`config.mk`:
```
export PLATFORM = sky130hd
export DESIGN_NAME = flash_bus_command_host
export DESIGN_NICKNAME = d
export VERILOG_FILES = /design/src/flash_host_pkg.sv /design/src/flash_bus_command_host.sv
export SDC_FILE = /design/constraint.sdc
export NUM_CORES = 1
export LEC_CHECK = 0
export ABC_AREA = 1
export BUFFER_PORTS_ARGS = -buffer_cell sky130_fd_sc_hd__buf_2
export CAP_MARGIN = 20
export CORE_MARGIN = 5
export CORE_UTILIZATION = 54
export DETAILED_ROUTE_END_ITERATION = 10
export PLACE_DENSITY = 0.75
export SLEW_MARGIN = 5
export SYNTH_ARGS = -nofsm -noshare
export SYNTH_HDL_FRONTEND = slang
export SYNTH_SLANG_ARGS = --single-unit
```
`constraint.sdc`:
```
create_clock -name clk_i -period 4.7 [get_ports clk_i]
set_input_delay 0.47 -clock clk_i [delete_from_list [all_inputs] [get_ports clk_i]]
set_output_delay 0.47 -clock clk_i [all_outputs]
set_load 0.02 [all_outputs]
```
`src/flash_host_pkg.sv`:
```
// Package with constants and types of the flash bus host controller
package flash_host_pkg;

   // ************************************************************
   // Bus geometry
   // ************************************************************
   localparam int ADDR_W = 20;
   localparam int DATA_W = 16;

   // ************************************************************
   // Command opcodes placed on the data bus
   // ************************************************************
   localparam logic [7:0] OP_READ_ARRAY = 8'hFF;
   localparam logic [7:0] OP_READ_STATUS = 8'h70;
   localparam logic [7:0] OP_READ_SIGNATURE = 8'h90;
   localparam logic [7:0] OP_READ_QUERY = 8'h98;
   localparam logic [7:0] OP_ERASE_SETUP = 8'h20;
   localparam logic [7:0] OP_ERASE_CONFIRM = 8'hD0;
   localparam logic [7:0] OP_PROGRAM = 8'h40;
   localparam logic [7:0] OP_DOUBLE_PROGRAM = 8'h30;
   localparam logic [7:0] OP_CLEAR_STATUS = 8'h50;
   localparam logic [7:0] OP_SUSPEND = 8'hB0;
   localparam logic [7:0] OP_RESUME = 8'hD0;

   // ************************************************************
   // Status bits of the device
   // ************************************************************
   localparam int ST_READY_BIT = 7;
   localparam int ST_ERASE_ERR_BIT = 5;
   localparam int ST_PROG_ERR_BIT = 4;
   localparam int ST_VPP_ERR_BIT = 3;
   localparam int ST_LOCK_ERR_BIT = 1;

   // ************************************************************
   // Host command codes written by software
   // ************************************************************
   localparam logic [3:0] CMD_READ_ARRAY = 4'h0;
   localparam logic [3:0] CMD_READ_STATUS = 4'h1;
   localparam logic [3:0] CMD_READ_SIGNATURE = 4'h2;
   localparam logic [3:0] CMD_READ_QUERY = 4'h3;
   localparam logic [3:0] CMD_ERASE = 4'h4;
   localparam logic [3:0] CMD_PROGRAM = 4'h5;
   localparam logic [3:0] CMD_DOUBLE_PROGRAM = 4'h6;
   localparam logic [3:0] CMD_CLEAR_STATUS = 4'h7;
   localparam logic [3:0] CMD_SUSPEND = 4'h8;
   localparam logic [3:0] CMD_RESUME = 4'h9;
   localparam logic [3:0] CMD_BUS_READ = 4'hA;
   localparam logic [3:0] CMD_RESET = 4'hB;

   // ************************************************************
   // Wishbone register offsets (byte addresses)
   // ************************************************************
   localparam logic [4:0] REG_CONTROL = 5'h00;
   localparam logic [4:0] REG_ADDRESS = 5'h04;
   localparam logic [4:0] REG_DATA = 5'h08;
   localparam logic [4:0] REG_DATA2 = 5'h0C;
   localparam logic [4:0] REG_STATUS = 5'h10;
   localparam logic [4:0] REG_READ_DATA = 5'h14;
   localparam logic [31:0] RESET_VALUE = 32'h0000_0000;

   // ************************************************************
   // Timing, figures in ns and the clock cycles rounded up from them
   // ************************************************************
   localparam int CLK_PERIOD_NS = 5;
   localparam int GLITCH_NS = 5;
   localparam int STROBE_LOW_NS = 50;
   localparam int SETUP_NS = 20;
   localparam int HOLD_NS = 20;
   localparam int READ_ACCESS_NS = 100;
   localparam int RESET_LOW_NS = 100;
   localparam int RESET_RECOVER_NS = 150;
   localparam int STROBE_LOW_CYC = (STROBE_LOW_NS + CLK_PERIOD_NS - 1) / CLK_PERIOD_NS;
   localparam int SETUP_CYC = (SETUP_NS + CLK_PERIOD_NS - 1) / CLK_PERIOD_NS;
   localparam int HOLD_CYC = (HOLD_NS + CLK_PERIOD_NS - 1) / CLK_PERIOD_NS;
   localparam int READ_ACCESS_CYC = (READ_ACCESS_NS + CLK_PERIOD_NS - 1) / CLK_PERIOD_NS;
   localparam int RESET_LOW_CYC = (RESET_LOW_NS + CLK_PERIOD_NS - 1) / CLK_PERIOD_NS;
   localparam int RESET_RECOVER_CYC = (RESET_RECOVER_NS + CLK_PERIOD_NS - 1) / CLK_PERIOD_NS;
   localparam int TIMER_W = 8;

   // ************************************************************
   // Carriers
   // ************************************************************
   typedef struct packed {
      logic chip_sel_n;
      logic out_gate_n;
      logic write_n;
      logic hard_reset_n;
   } strobes_type;

   typedef enum logic [2:0] {
      PH_IDLE, PH_SETUP, PH_LOW, PH_HOLD, PH_READ, PH_GAP, PH_RESET, PH_RECOVER
   } phase_type;

endpackage : flash_host_pkg

```
`src/flash_bus_command_host.sv`:
```
// Host controller that drives the flash bus pins from Wishbone commands
//
// Chosen here: the Wishbone register port and the register offsets.
module flash_bus_command_host
   import flash_host_pkg::*;
(
   input wire logic clk_i,
   input wire logic rst_i,
   input wire logic [4:0] wb_adr_i,
   input wire logic [31:0] wb_dat_i,
   output logic [31:0] wb_dat_o,
   input wire logic [3:0] wb_sel_i,
   input wire logic wb_we_i,
   input wire logic wb_cyc_i,
   input wire logic wb_stb_i,
   output logic wb_ack_o,
   output logic [ADDR_W-1:0] word_address_in_o,
   output logic [DATA_W-1:0] data_io_bus_o,
   output logic data_io_bus_oe_o,
   input wire logic [DATA_W-1:0] data_io_bus_i,
   output logic chip_sel_n_o,
   output logic out_gate_n_o,
   output logic write_n_o,
   output logic hard_reset_n_o
);

   // ************************************************************
   // Registers and state
   // ************************************************************
   logic [3:0] command;
   logic [ADDR_W-1:0] target_addr;
   logic [DATA_W-1:0] write_data;
   logic [DATA_W-1:0] write_data2;
   logic [DATA_W-1:0] read_data;
   logic busy;
   logic bad_command;
   logic [1:0] step;
   logic [1:0] steps_total;
   phase_type phase;
   logic [TIMER_W-1:0] timer;
   strobes_type strobes;
   // Data pin synchroniser stages
   logic [DATA_W-1:0] din_meta;
   logic [DATA_W-1:0] din_sync;
   logic [ADDR_W-1:0] next_addr;
   logic [DATA_W-1:0] next_data;
   logic bus_write;
   logic start;

   // Opcode or data word of each step of a command sequence
   function automatic logic [DATA_W-1:0] step_data(input logic [3:0] cmd, input logic [1:0] st,
                                                 input logic [DATA_W-1:0] d1, input logic [DATA_W-1:0] d2);
      step_data = {8'h00, OP_READ_ARRAY};
      unique case (cmd)
         CMD_READ_ARRAY: step_data = {8'h00, OP_READ_ARRAY};
         CMD_READ_STATUS: step_data = {8'h00, OP_READ_STATUS};
         CMD_READ_SIGNATURE: step_data = {8'h00, OP_READ_SIGNATURE};
         CMD_READ_QUERY: step_data = {8'h00, OP_READ_QUERY};
         CMD_ERASE: step_data = (st == 2'd0) ? {8'h00, OP_ERASE_SETUP} : {8'h00, OP_ERASE_CONFIRM};
         CMD_PROGRAM: step_data = (st == 2'd0) ? {8'h00, OP_PROGRAM} : d1;
         CMD_DOUBLE_PROGRAM: step_data = (st == 2'd0) ? {8'h00, OP_DOUBLE_PROGRAM} : ((st == 2'd1) ? d1 : d2);
         CMD_CLEAR_STATUS: step_data = {8'h00, OP_CLEAR_STATUS};
         CMD_SUSPEND: step_data = {8'h00, OP_SUSPEND};
         CMD_RESUME: step_data = {8'h00, OP_RESUME};
         default: step_data = {8'h00, OP_READ_ARRAY};
      endcase
   endfunction : step_data

   // Number of bus writes of each write-type command
   function automatic logic [1:0] write_count(input logic [3:0] cmd);
      unique case (cmd)
         CMD_ERASE, CMD_PROGRAM: write_count = 2'd2;
         CMD_DOUBLE_PROGRAM: write_count = 2'd3;
         default: write_count = 2'd1;
      endcase
   endfunction : write_count

   // ************************************************************
   // Step address and data
   // ************************************************************
   // Second double word address forced to the partner word
   always_comb begin
      next_data = step_data(command, step, write_data, write_data2);
      next_addr = target_addr;
      if (command == CMD_DOUBLE_PROGRAM && step == 2'd2) begin
         next_addr = {target_addr[ADDR_W-1:1], ~target_addr[0]};
      end
   end

   // Write-type command and accepted start request
   assign bus_write = (command != CMD_BUS_READ) && (command != CMD_RESET);
   assign start = wb_cyc_i && wb_stb_i && wb_we_i && !wb_ack_o && wb_adr_i == REG_CONTROL && wb_sel_i[0]
                  && !busy && wb_dat_i[3:0] <= CMD_RESET;

   // ************************************************************
   // Wishbone slave
   // ************************************************************
   // Single cycle answer, ack dropped after one cycle
   always_ff @(posedge clk_i) begin
      if (rst_i) begin
         wb_ack_o <= 1'b0;
      end else begin
         wb_ack_o <= wb_cyc_i && wb_stb_i && !wb_ack_o;
      end
   end

   // Register writes
   always_ff @(posedge clk_i) begin
      if (rst_i) begin
         target_addr <= '0;
         write_data <= '0;
         write_data2 <= '0;
         bad_command <= 1'b0;
      end else if (wb_cyc_i && wb_stb_i && wb_we_i && !wb_ack_o && !busy) begin
         unique case (wb_adr_i)
            REG_ADDRESS: target_addr <= wb_dat_i[ADDR_W-1:0];
            REG_DATA: write_data <= wb_dat_i[DATA_W-1:0];
            REG_DATA2: write_data2 <= wb_dat_i[DATA_W-1:0];
            REG_CONTROL: bad_command <= wb_dat_i[3:0] > CMD_RESET;
            default: ;
         endcase
      end
   end

   // Register reads, unmapped offsets read zero
   always_ff @(posedge clk_i) begin
      if (rst_i) begin
         wb_dat_o <= RESET_VALUE;
      end else begin
         unique case (wb_adr_i)
            REG_CONTROL: wb_dat_o <= {28'h0, command};
            REG_ADDRESS: wb_dat_o <= {12'h0, target_addr};
            REG_DATA: wb_dat_o <= {16'h0, write_data};
            REG_DATA2: wb_dat_o <= {16'h0, write_data2};
            REG_STATUS: wb_dat_o <= {30'h0, bad_command, busy};
            REG_READ_DATA: wb_dat_o <= {16'h0, read_data};
            default: wb_dat_o <= RESET_VALUE;
         endcase
      end
   end

   // ************************************************************
   // Data input synchroniser
   // ************************************************************
   // Two flops before any logic reads the data pins
   always_ff @(posedge clk_i) begin
      if (rst_i) begin
         din_meta <= '0;
         din_sync <= '0;
      end else begin
         din_meta <= data_io_bus_i;
         din_sync <= din_meta;
      end
   end

   // ************************************************************
   // Bus sequencer
   // ************************************************************
   // Phase, step and timer of the current command
   always_ff @(posedge clk_i) begin
      if (rst_i) begin
         phase <= PH_IDLE;
         timer <= '0;
         step <= 2'd0;
         steps_total <= 2'd1;
         command <= CMD_READ_ARRAY;
         busy <= 1'b0;
      end else begin
         unique case (phase)
            PH_IDLE: begin
               if (start) begin
                  command <= wb_dat_i[3:0];
                  steps_total <= write_count(wb_dat_i[3:0]);
                  step <= 2'd0;
                  busy <= 1'b1;
                  timer <= TIMER_W'(SETUP_CYC);
                  phase <= (wb_dat_i[3:0] == CMD_RESET) ? PH_RESET : PH_SETUP;
                  if (wb_dat_i[3:0] == CMD_RESET) begin
                     timer <= TIMER_W'(RESET_LOW_CYC);
                  end
               end
            end
            PH_SETUP: begin
               if (timer > 1) begin
                  timer <= timer - 1'b1;
               end else begin
                  phase <= bus_write ? PH_LOW : PH_READ;
                  timer <= bus_write ? TIMER_W'(STROBE_LOW_CYC) : TIMER_W'(READ_ACCESS_CYC);
               end
            end
            PH_LOW: begin
               if (timer > 1) begin
                  timer <= timer - 1'b1;
               end else begin
                  phase <= PH_HOLD;
                  timer <= TIMER_W'(HOLD_CYC);
               end
            end
            PH_READ: begin
               if (timer > 1) begin
                  timer <= timer - 1'b1;
               end else begin
                  phase <= PH_GAP;
                  timer <= TIMER_W'(HOLD_CYC);
               end
            end
            // Next write of a sequence, or back to idle
            PH_HOLD, PH_GAP: begin
               if (timer > 1) begin
                  timer <= timer - 1'b1;
               end else if (bus_write && step + 2'd1 < steps_total) begin
                  step <= step + 2'd1;
                  phase <= PH_SETUP;
                  timer <= TIMER_W'(SETUP_CYC);
               end else begin
                  phase <= PH_IDLE;
                  busy <= 1'b0;
               end
            end
            // Reset pin pulse, then recovery time
            PH_RESET: begin
               if (timer > 1) begin
                  timer <= timer - 1'b1;
               end else begin
                  phase <= PH_RECOVER;
                  timer <= TIMER_W'(RESET_RECOVER_CYC);
               end
            end
            PH_RECOVER: begin
               if (timer > 1) begin
                  timer <= timer - 1'b1;
               end else begin
                  command <= CMD_READ_ARRAY;
                  phase <= PH_IDLE;
                  busy <= 1'b0;
               end
            end
         endcase
      end
   end

   // Bus read result, taken at the end of the access window
   always_ff @(posedge clk_i) begin
      if (rst_i) begin
         read_data <= '0;
      end else if (phase == PH_READ && timer <= TIMER_W'(1)) begin
         read_data <= din_sync;
      end
   end

   // ************************************************************
   // Pin drivers, all from flip-flops
   // ************************************************************
   // Strobes, address and data registered from the phase
   always_ff @(posedge clk_i) begin
      if (rst_i) begin
         strobes <= '{chip_sel_n: 1'b1, out_gate_n: 1'b1, write_n: 1'b1, hard_reset_n: 1'b1};
         data_io_bus_oe_o <= 1'b0;
         data_io_bus_o <= '0;
         word_address_in_o <= '0;
      end else begin
         word_address_in_o <= next_addr;
         data_io_bus_o <= next_data;
         strobes.hard_reset_n <= !(phase == PH_RESET);
         strobes.chip_sel_n <= !(phase == PH_SETUP || phase == PH_LOW || phase == PH_READ || phase == PH_HOLD);
         strobes.write_n <= !(phase == PH_LOW && bus_write);
         strobes.out_gate_n <= !(phase == PH_READ || (phase == PH_SETUP && !bus_write));
         data_io_bus_oe_o <= bus_write && (phase == PH_SETUP || phase == PH_LOW || phase == PH_HOLD);
      end
   end

   // Strobe pins straight from their flops
   assign chip_sel_n_o = strobes.chip_sel_n;
   assign out_gate_n_o = strobes.out_gate_n;
   assign write_n_o = strobes.write_n;
   assign hard_reset_n_o = strobes.hard_reset_n;

endmodule : flash_bus_command_host

```
; Word-level counts from Yosys, hierarchy flattened
; Index checks and enable logic that the tools add are counted.
[op_classes]
addsub = 2
order_cmp = 5
eq_ne = 40
n_mux = 41
bitwise_logic = 1
n_reduce_logical = 47
[op_table]
columns = op, count
row1 = 16-bit one-hot mux with 9 select lines, 1
row2 = 20-bit one-hot mux with 6 select lines, 1
row3 = 8-bit two-way mux, 8
row4 = 16-bit two-way mux, 3
row5 = 8-bit one-hot mux with 6 select lines, 1
row6 = "4-bit by 3-bit equality test with 1-bit output, second input constant", 7
row7 = 3-bit two-way mux, 9
row8 = 3-bit one-hot mux with 7 select lines, 1
row9 = "2-bit inequality test, second input constant", 10
row10 = 1-bit logical AND, 16
row11 = "3-bit equality test, second input constant", 4
row12 = "4-bit equality test, second input constant", 3
row13 = "5-bit by 4-bit equality test with 1-bit output, second input constant", 2
row14 = "5-bit equality test, second input constant", 2
row15 = 5-bit two-way mux, 2
row16 = 2-bit AND reduction, 5
row17 = "4-bit by 2-bit equality test with 1-bit output, second input constant", 2
row18 = "8-bit by 1-bit greater-than comparator with 1-bit output, second input constant", 1
row19 = "8-bit by 1-bit less-or-equal comparator with 1-bit output, second input constant", 1
row20 = 4-bit two-way mux, 2
row21 = "4-bit inequality test, second input constant", 2
row22 = 2-bit one-hot mux with 2 select lines, 2
row23 = 4-bit one-hot mux with 2 select lines, 1
row24 = "8-bit by 1-bit subtractor with 8-bit output, second input constant", 1
row25 = other kinds (27), 49
[word_totals]
register_bits = 195
inputBits = 62
output_inout_bits = 74

; Longest topological paths before layout
[depth]
depth_word = 9
mapped_depth = 13
ltp_nobuf = 12

; Worst setup path after synthesis
; No wires, ideal clock.
[synth_timing]
path_type = reg-to-reg
start = register step[0]
end = register timer[4]
t_arrival_ns = 1.701
t_required_ns = 4.585
setup_slack_ns = 2.885
path_stages_with_launch = 12
n_path_buf = 0
path_cell_list = dfxtp_1 > inv_1 > ha_1 > ha_1 > nand2_1 > nand3_1 > nand3_2 > nand2_4 > nor2_8 > nand2_1 > nor2_1 > nor2_1
[synth_between]
elab_chain_cells = 5
[synth_lines]
columns = item, line_no
row1 = from (decl), flash_bus_command_host.sv:37  ; logic [1:0] step;
row2 = from (signal assigned), flash_bus_command_host.sv:212  ; step <= step + 2'd1;
row3 = 2-bit by 1-bit adder with 2-bit output, flash_bus_command_host.sv:211  ; end else if (bus_write && step + 2'd1 < steps_total) begin
row4 = 2-bit < comparator, flash_bus_command_host.sv:211
row5 = 1-bit logical AND, flash_bus_command_host.sv:211
row6 = 3-bit inequality test (no source line), n/a
row7 = 3-bit AND reduction (no source line), n/a
row8 = to (signal assigned), flash_bus_command_host.sv:210  ; timer <= timer - 1'b1;
row9 = to (signal assigned), flash_bus_command_host.sv:214  ; timer <= TIMER_W'(SETUP_CYC);
row10 = to (signal assigned), flash_bus_command_host.sv:223  ; timer <= timer - 1'b1;
row11 = to (decl), flash_bus_command_host.sv:40  ; logic [TIMER_W-1:0] timer;
; Every way passes these cells.
; A chain may end at the register's enable or synchronous reset.

; Worst setup path after layout
[layout_timing]
start = input port wb_adr_i[1]
end = register target_addr[2]
[layout_between]
elab_chain_cells = 2
[layout_lines]
columns = item, line_no
row1 = from (decl), flash_bus_command_host.sv:9  ; input wire logic [4:0] wb_adr_i,
row2 = 5-bit by 3-bit equality test with 1-bit output, flash_bus_command_host.sv:115  ; unique case (wb_adr_i)
row3 = 2-bit AND reduction (no source line), n/a
row4 = to (signal assigned), flash_bus_command_host.sv:116  ; REG_ADDRESS: target_addr <= wb_dat_i[ADDR_W-1:0];
row5 = to (decl), flash_bus_command_host.sv:31  ; logic [ADDR_W-1:0] target_addr;
; Every way passes these cells.

==> results.yml <==
floorplan:
  io_pins: 136
  die-area_um2: 15800
  core_um2: 13200
  core.rowCount: 42
  start_util: 0.549
  die_y_um: 126
  die_w_um: 126
synth:
  synth_commonest_cells: "nor2_1 (189), dfxtp_1 (183), nand2_1 (140), inv_1 (105), o21ai_0 (80)"
  synth_ff_type: "dfxtp_1"
  synthesis.area_um2: 7250
  synth_cells: 948
  yosysMostFrequentCell: "nor2_1"
  ys_seq_area_frac: 0.506
  syn_area_per_cell_um2: 7.64
  synth_top_area_share: 0.506
  synth_edf_count: 0
  synth_cell_types: 41
  synthTopCellsByArea: "dfxtp_1 (51%), nor2_1 (9.8%), nand2_1 (7.3%)"
  yosysTopAreaCell: "dfxtp_1"
  ys_warn_count: 0
  async_flop_share: 0
  ys_ff_latch: 183
final_layout:
  drive_above_1_share: 0.175
  diodes: 0
  syn2layout_area_growth_pct: 16.0
  nNetsFinal: 1108
drt:
  routed_wl_um: 17000
  drt-pass1-iter-count: 5
  wl_per_cell_um: 13.9
  drc: 0
  num_vias: 6236
  drtIter0Drc: 594
  antenna_left: 0
  via_per_inst: 5.07
setup_path:
  cp_max_fo: 24
  critPathKind: "input pin to flop"
  crit_required_ns: 5.02
  worstPathArrival_ns: 2.61
  endpoint_kind: "flop"
  critPathLaunchType: "input pin"
global_route:
  grt_max_degree: 90
  antenna_found_initial: 0
  grt_pass1_vias: 5758
  use_met1: 0.284
  grt_pass1_wl_um: 27700
  use_met2: 0.343
  grt.met3_usage: 0.0555
  grt_overflow_total: 0
  grt_util_all_layers: 0.215
  grt.busiest_layer: "met2"
pwr:
  peakVddDrop_uv: 448
  pwr-share-comb: 0.209
  p_per_area_nw_per_um2: 471
  switching_share: 0.311
  p_leak_nw: 3.58
  seqPwrFrac: 0.434
  intPower_mw: 2.73
  clock_power_share: 0.357
  netSwitchingPower_mw: 1.23
  finalPower_mw: 3.96
worst_hold_path:
  worstHoldPathType: "input pin to flop"
clock_tree:
  cts_resized: 0
  cts_sinks: 183
  cts_hold_buf: 0
  numCtsBuffers: 17
  clockBufferDepth: 2
  root_buffer: "clkbuf_16"
  cts_tree: "done"
  htree_levels: 4
  cts.clk_slew.worst_paths_ns: 0.06
  cts_setup_buffers: 0
  insertion_delay_ns: 0.43
timing:
  fin_tns_setup_ns: 0
  worst_clock_skew_ns: 0.00577
  hold_viol: 0
  period_needed_ns: 2.30
  max_freq_mhz: 436
  setup_violations: 0
  rsz0062_at_grt: "no"
  tightest_slew_ns: 0.960
  drv_slew: 0
  slew-limit-headroom: 0.360
  fin_crit_sh: 0.489
placed_design:
  gp_congestion: 0.912
  port_buffers: 108
  dp_hpwl_um: 11800
status:
  status: "complete, no violations"
run:
  maxCapViolCount: 0
## worst max-delay path, cell delays in order
cell and delay [ns]:
buf_2 0.11, nor2_4 0.18, nand3_2 0.25, inv_1 0.45, nand2_1 0.53, buf_4 0.39, o21ai_0 0.17, a21oi_1 0.05
## placed cells by master (no fill, tap or decap), drive strengths merged, types with 20 or more instances in the layout
master  instances
nor2          201
buf           111
nand3          29
a21oi          61
inv           119
dfxtp         183
nand2         151
clkbuf         20
o21ai          90
## power by group through the flow
stage          Sequential (mW)  Combinational [mW]  Clock, mW
6_report                  1.72               0.827       1.41
2_1_floorplan             1.75               0.647          0
5_1_grt                   1.73               0.947       1.49
3_5_place_dp              1.75               0.819          0
3_3_place_gp              1.75               0.806          0
4_1_cts                   1.71               0.824       1.43
## state kept, by name, indices dropped and copies added (netlist names), 16 cells and up
| signal | flops |
|---|---|
| write_data2 | 16 |
| read_data | 16 |
| write_data | 16 |
| din_meta | 16 |
| word_address_in_o | 20 |
| wb_dat_o | 20 |
| target_addr | 20 |
| data_io_bus_o | 16 |
| din_sync | 16 |
## logic make-up after synthesis
kind of cell	Yosys count	synth area share
AO/OA/AOI/OAI	187	0.144
AND/OR/NAND/NOR	403	0.240
flip-flops	183	0.506
XOR/XNOR	3	0.00363
buffers and inverters	165	0.0957
adder cells (fa/ha/maj)	6	0.0104
other	1	0.000518
## through the flow
step	setup WS, ns	std cells	cell area (um^2)	utilization	hold slack, ns
CTS	2.41	1229	8400	0.637	0.230
detailed placement	1.97	1197	7810	0.592	0.394
global placement	2.03	1197	7810	0.592	0.393
finish	2.40	1229	8400	0.637	0.233
floorplan	2.88	959	7290	-	0.388
global route	2.23	1229	8400	0.637	0.230
## routing by layer
metal	vias to the layer above	part of all wire
met2	208	0.45
li1	3188	-
met5	-	0
met1	2798	0.45
met4	0	0.027
met3	42	0.077
## final timing paths
check,from,endpoint,slack [ns],cells past startpoint
worst max-delay path,wb_adr_i[1],target_addr[2]$_SDFFE_PP0P_,2.40,8
worst min-delay path,data_io_bus_i[0],din_meta[0]$_SDFF_PP0_,0.23,3
worst max register to register,step[0]$_SDFFE_PP0P_,timer[4]$_SDFFE_PP0P_,2.62,11
worst min register to register,din_meta[1]$_SDFF_PP0_,din_sync[1]$_SDFF_PP0_,0.40,2
## area by class of cell
class / instances / area [um^2]
Clock inverter: 12 / 144
Clock buffer: 20 / 447
Sequential cell: 183 / 3660
Fill cell: 1211 / 4790
Inverter: 116 / 435
Multi-Input combinational cell: 611 / 2930
Tap cell: 176 / 220
Timing Repair Buffer: 111 / 563
No activity file was read; power rests on OpenSTA's default activity.
